`config.mk`:
```
export PLATFORM = sky130hd
export DESIGN_NAME = crc_parity_check
export DESIGN_NICKNAME = d
export VERILOG_FILES = /design/src/common/crc_parity_pkg.sv /design/src/design/crc8_lane.sv /design/src/design/crc_parity_check.sv
export VERILOG_INCLUDE_DIRS = /design/src /design/src/common
export SDC_FILE = /design/constraint.sdc
export NUM_CORES = 1
export LEC_CHECK = 0
export ABC_AREA = 1
export CORE_UTILIZATION = 35
export DETAILED_ROUTE_END_ITERATION = 8
export DONT_BUFFER_PORTS = 1
export HOLD_SLACK_MARGIN = 0.15
export PLACE_DENSITY = 0.53
export REMOVE_ABC_BUFFERS = 1
export SLEW_MARGIN = 0
export SYNTH_ARGS = -nofsm -noshare
export SYNTH_HDL_FRONTEND = slang
export SYNTH_SLANG_ARGS = --single-unit
export TNS_END_PERCENT = 30
```
`constraint.sdc`:
```
create_clock -name CLK_SYS -period 7.21 [get_ports CLK_SYS]
set_input_delay 0.3605 -clock CLK_SYS [delete_from_list [all_inputs] [get_ports CLK_SYS]]
set_output_delay 0.3605 -clock CLK_SYS [all_outputs]
set_load 0.01 [all_outputs]
```
`src/common/crc_parity_regs.svh`:
```
// Constants for the write checksum and command/address parity checker
`ifndef CRC_PARITY_REGS_SVH
`define CRC_PARITY_REGS_SVH
`define CRC_POLY        8'h07
`define CRC_INIT        8'hff
`define CRC_BITS        8
`define CRC_COVER_BITS  72
`define LANE_COUNT      2
`define BEATS_FULL      4'h8
`define BEATS_CHOP      4'h4
`define ADDR_BITS       17
`define ALERT_SHORT     8'h08
`define ALERT_LONG      8'h60
`endif

```
`src/common/crc_parity_pkg.sv`:
```
// Types shared by the checker modules
package crc_parity_pkg;
  typedef enum logic [1:0] {IDLE, BURST, CHECK} burst_state_type;
  typedef enum logic [1:0] {ALERT_IDLE, ALERT_SHORT_PULSE, ALERT_LONG_PULSE} alert_state_type;
endpackage

```
`src/design/crc8_lane.sv`:
```
// Combinational 8-bit checksum over one lane's covered burst field
`include "crc_parity_regs.svh"
module crc8_lane
  import crc_parity_pkg::*;
(
  input  wire logic [`CRC_COVER_BITS-1:0] DATA,
  output logic      [`CRC_BITS-1:0]       CRC
);
  always_comb begin
    logic [`CRC_BITS-1:0] c;
    c = `CRC_INIT;
    for (int i = `CRC_COVER_BITS - 1; i >= 0; i--) begin
      if (c[7] ^ DATA[i]) begin
        c = {c[6:0], 1'b0} ^ `CRC_POLY;
      end else begin
        c = {c[6:0], 1'b0};
      end
    end
    CRC = c;
  end
endmodule

```
`src/design/crc_parity_check.sv`:
```
// Write checksum and command/address parity checker with open-drain alert
// Operation
// - 8-bit checksum, polynomial x8+x2+x+1
// - One checksum per burst per lane
// - 72 covered bits, unused bits are ones
// - Mismatch against received checksum flags error
// - Checksum error gives short low alert
// - Detects single, double, odd, one-beat errors
// - Parity covers command strobes and address
// - Clock enable, termination, select excluded
// - Device checks even parity, flags mismatch
// - Parity error gives long low alert
// - Nominal burst is eight beats
// - Burst chop four gives four beats
`include "crc_parity_regs.svh"
module crc_parity_check
  import crc_parity_pkg::*;
(
  input  wire logic                   CLK_SYS,
  input  wire logic                   SRST,
  input  wire logic                   CRC_ENABLE,
  input  wire logic                   PARITY_ENABLE,
  input  wire logic                   CA_VALID,
  input  wire logic                   ACTIVATE_CMD_N,
  input  wire logic                   ROW_STROBE_N,
  input  wire logic                   COL_STROBE_N,
  input  wire logic                   WRITE_STROBE_N,
  input  wire logic [`ADDR_BITS-1:0]  ADDR,
  input  wire logic                   CA_PARITY_IN,
  input  wire logic                   CLOCK_EN,
  input  wire logic                   TERMINATION_CTL,
  input  wire logic                   CHIP_SELECT_N,
  input  wire logic                   BURST_START,
  input  wire logic                   BURST_CHOP_FOUR,
  input  wire logic                   BEAT_VALID,
  input  wire logic [`LANE_COUNT*8-1:0] BEAT_DATA,
  input  wire logic [`LANE_COUNT*8-1:0] CRC_CHECK_BITS,
  output logic                        ERROR_ALERT_OUT,
  output logic                        ERROR_ALERT_OE,
  output logic                        CRC_ERROR,
  output logic                        PARITY_ERROR
);
  localparam int L = `LANE_COUNT;

  typedef struct packed {
    burst_state_type          bstate;
    logic [3:0]               beat;
    logic [3:0]               beats_total;
    logic [L*64-1:0]          data;
    logic [L*8-1:0]           rx_crc;
    alert_state_type          astate;
    logic [7:0]               acount;
    logic                     crc_err;
    logic                     par_err;
    logic [7:0]               alen;
  } state_type;

  state_type s_q;
  state_type s_d;
  logic [L-1:0]   lane_bad;
  logic           par_bad;

  // Per-lane checksum over 64 data bits plus 8 filler ones
  genvar g;
  generate
    for (g = 0; g < L; g++) begin : lane
      logic [`CRC_COVER_BITS-1:0] field;
      logic [`CRC_BITS-1:0]       calc;
      assign field = {s_q.data[g*64 +: 64], 8'hff};
      crc8_lane u_crc (
        .DATA (field),
        .CRC  (calc)
      );
      assign lane_bad[g] = calc != s_q.rx_crc[g*8 +: 8];
    end
  endgenerate

  // Even parity over covered signals; clock enable, termination, select unused
  assign par_bad = ^{ACTIVATE_CMD_N, ROW_STROBE_N, COL_STROBE_N, WRITE_STROBE_N,
                     ADDR, CA_PARITY_IN};

  always_comb begin
    s_d = s_q;
    s_d.crc_err = 1'b0;
    s_d.par_err = 1'b0;
    case (s_q.bstate)
      IDLE: begin
        if (BURST_START && CRC_ENABLE) begin
          s_d.bstate = BURST;
          s_d.beat = 4'h0;
          s_d.data = '1;
          s_d.beats_total = BURST_CHOP_FOUR ? `BEATS_CHOP : `BEATS_FULL;
        end
      end
      BURST: begin
        if (BEAT_VALID) begin
          for (int l = 0; l < L; l++) begin
            s_d.data[l*64 + (7 - s_q.beat[2:0])*8 +: 8] = BEAT_DATA[l*8 +: 8];
          end
          s_d.beat = s_q.beat + 4'h1;
          if (s_q.beat + 4'h1 == s_q.beats_total) begin
            s_d.rx_crc = CRC_CHECK_BITS;
            s_d.bstate = CHECK;
          end
        end
      end
      CHECK: begin
        s_d.crc_err = |lane_bad;
        s_d.bstate = IDLE;
      end
      default: s_d.bstate = IDLE;
    endcase
    if (CA_VALID && PARITY_ENABLE && !CHIP_SELECT_N && par_bad) begin
      s_d.par_err = 1'b1;
    end
    // Long pulse wins; a checksum error in its last cycle follows it
    // Pulse length is kept for the width check
    if (s_d.par_err) begin
      s_d.astate = ALERT_LONG_PULSE;
      s_d.acount = `ALERT_LONG;
      s_d.alen = 8'h01;
    end else if (s_d.crc_err && (s_q.astate != ALERT_LONG_PULSE || s_q.acount == 8'h01)) begin
      s_d.astate = ALERT_SHORT_PULSE;
      s_d.acount = `ALERT_SHORT;
      s_d.alen = 8'h01;
    end else if (s_q.astate != ALERT_IDLE) begin
      s_d.acount = s_q.acount - 8'h01;
      if (s_q.acount == 8'h01) begin
        s_d.astate = ALERT_IDLE;
      end else begin
        s_d.alen = s_q.alen + 8'h01;
      end
    end
  end

  always_ff @(posedge CLK_SYS) begin
    if (SRST) begin
      s_q <= '0;
    end else begin
      s_q <= s_d;
    end
  end

  assign ERROR_ALERT_OUT = 1'b0;
  assign ERROR_ALERT_OE  = s_q.astate != ALERT_IDLE;
  assign CRC_ERROR       = s_q.crc_err;
  assign PARITY_ERROR    = s_q.par_err;
endmodule

```
==> out/summary.txt <==
status: complete, no violations
largest net degree at the start of global routing: 124
CTS clk-pin slew, worst paths: 0.07 ns
# DRC: 0
Vias/cell: 5.16
first-pass GRT wire length: 73200 um
Final Cell Area: 15700 um2
DRT iter0 DRCs: 1033
ratio of final minimum period to clock period: 0.704
max frequency: 197 MHz
Synth area leaders: dfxtp_1 23%, nand2_1 21%, nand3_1 13%
share of layout cells above drive strength 1: 0.120
Setup TNS Final: 0 ns
Sink Count: 164
nets@finish: 2490
hold_buf cts: 29
initial antenna violation count: 0
All-Layer GR Usage: 0.225
CTS max path bufs: 2
Die X: 204 um
Port Buffer Count: 0
drt pass-1 iters: 6
Final WS setup: 2.13 ns
number of I/O pins: 69
core region area: 39900 um2
die area: 41500 um2
minimum clock period: 5.08 ns
# diodes: 0
total CTS buffers: 17
worst slew pin tran: 1.10 ns
WP data required: 7.63 ns
Layout Cells excl Fill: 2954
starting density of the core: 0.357
Cell variety after synth: 40
Fin. Hold Viols: 0
Synth area leader: dfxtp_1
Hold Crit Class: in -> reg
Rel. slew slack: 0.268
most common cell after layout, fill and taps aside: nand2_1
critical path's slowest cell: dfxtp_1
synthesized area: 14300 um2
most frequent cells in the layout: 799 x nand2_1, 384 x nand3_1, 257 x inv_1
WL/cell: 15.5 um
post-synthesis sequential area ratio: 0.230
dpl cell area: 14800 um2
Final setup viols: 0
worst-path fanout max: 6
DRT Wirelength: 45700 um
dpl hpwl: 35500 um
RSZ-0062 raised after global routing: false
GP Congestion: 0.881
Mapped Cells: 2415
skew final: 0.0116 ns
Worst Path Arrival: 5.50 ns
number of global-route vias before repair: 14171
critical path's largest stage delay: 0.58 ns
Resized cells post-CTS: 0
CP dominant cell by count: nand2_1
Final ANT Viol Nets: 0
Die Height: 204 um
Yosys top cell area share: 0.230
GRT overflow: 0
Crit. End Element: register
Syn-to-layout area delta: 9.96%
critical path class: reg -> reg
Clock Latency Late Sink: 0.48 ns
TritonCTS clock tree: done
via count: 15245
max-cap viol count: 0
Post-Place Cells: 2894
CTS H-tree depth: 4
row cnt: 73
Yosys warnings: 0
Post-CTS Setup Bufs: 0
max-slew violations: 0
pre-CTS WS: 2.17 ns
synthesized flop and latch total: 164
clock root cell: clkbuf_16
Post-Syn Area per Cell: 5.90 um2
CP Launch Type: register
-- layer usage --
layer,routed length (um),GRT usage,up-vias
met4,1640,0.0991,0
met3,2840,0.0508,79
li1,-,-,7956
met2,20100,0.358,358
met1,21100,0.290,6852
met5,0,0,-
-- path summary, 6_finish.rpt --
path                startpoint  slack [ns]                 to  cells after the start
min               BEAT_DATA[2]        0.21  lane[0].field[66]                      4
max reg2reg  lane[0].field[68]        2.13            s_q[14]                     43
max          lane[0].field[68]        2.13            s_q[14]                     43
min reg2reg            s_q[32]        0.47            s_q[32]                      2
-- cells by family (layout without fill, tap and decap cells) --
group,count (synthesis),in the layout,share of synthesized area
DFF,164,164,0.230
other,1,1,0.000263
adders and majority gates,8,8,0.00702
buffers and inverters,381,395,0.101
AOI/OAI and AO/OA,281,281,0.132
and+or+nand+nor,1516,1516,0.486
xor gates and xnor gates,64,64,0.0429
-- state kept, by name, indices dropped and copies added (netlist names) --
name and count:
s_q 34, lane.field 128, CRC_ERROR 1, PARITY_ERROR 1
-- area by class of cell --
type                            instances  area [um2]
Clock inverter                         11         151
Sequential cell                       164        3280
Fill cell                            4351       24200
Clock buffer                           20         447
Inverter                              326        1220
Multi-Input combinational cell       1870        9530
Tap cell                              525         657
Timing Repair Buffer                   38         375
-- metrics by stage --
step                utilization  hold slack [ns]
global route              0.393            0.209
finish                    0.393            0.210
CTS                       0.393            0.189
floorplan                     -            0.430
global placement          0.370            0.458
detailed placement        0.370            0.465
-- synth_stat cells (all sizes together) --
master / number
nand2: 934
nand3: 422
inv: 318
dfxtp: 164
nor2: 107
a221oi: 95
o21ai: 66
a21oi: 60
clkbuf: 47
xor2: 39
nor3: 26
xnor2: 24
a211oi: 19
a31oi: 19
nand3b: 10
o22ai: 10
o211ai: 9
buf: 8
clkinv: 8
ha: 8
nand4: 6
or2: 5
nor4: 4
o31ai: 3
and2: 2
conb: 1
xnor3: 1
-- worst max-delay path: cells and delay by family (launching register included) --
family	cells	cell delay, ns
xor gates and xnor gates	3	0.60
and+or+nand+nor	37	3.65
buffers and inverters	3	0.19
DFF	1	0.58
Power is not shown: default switching activity piles up to over one toggle a cycle in this logic, so the estimate is an artifact.
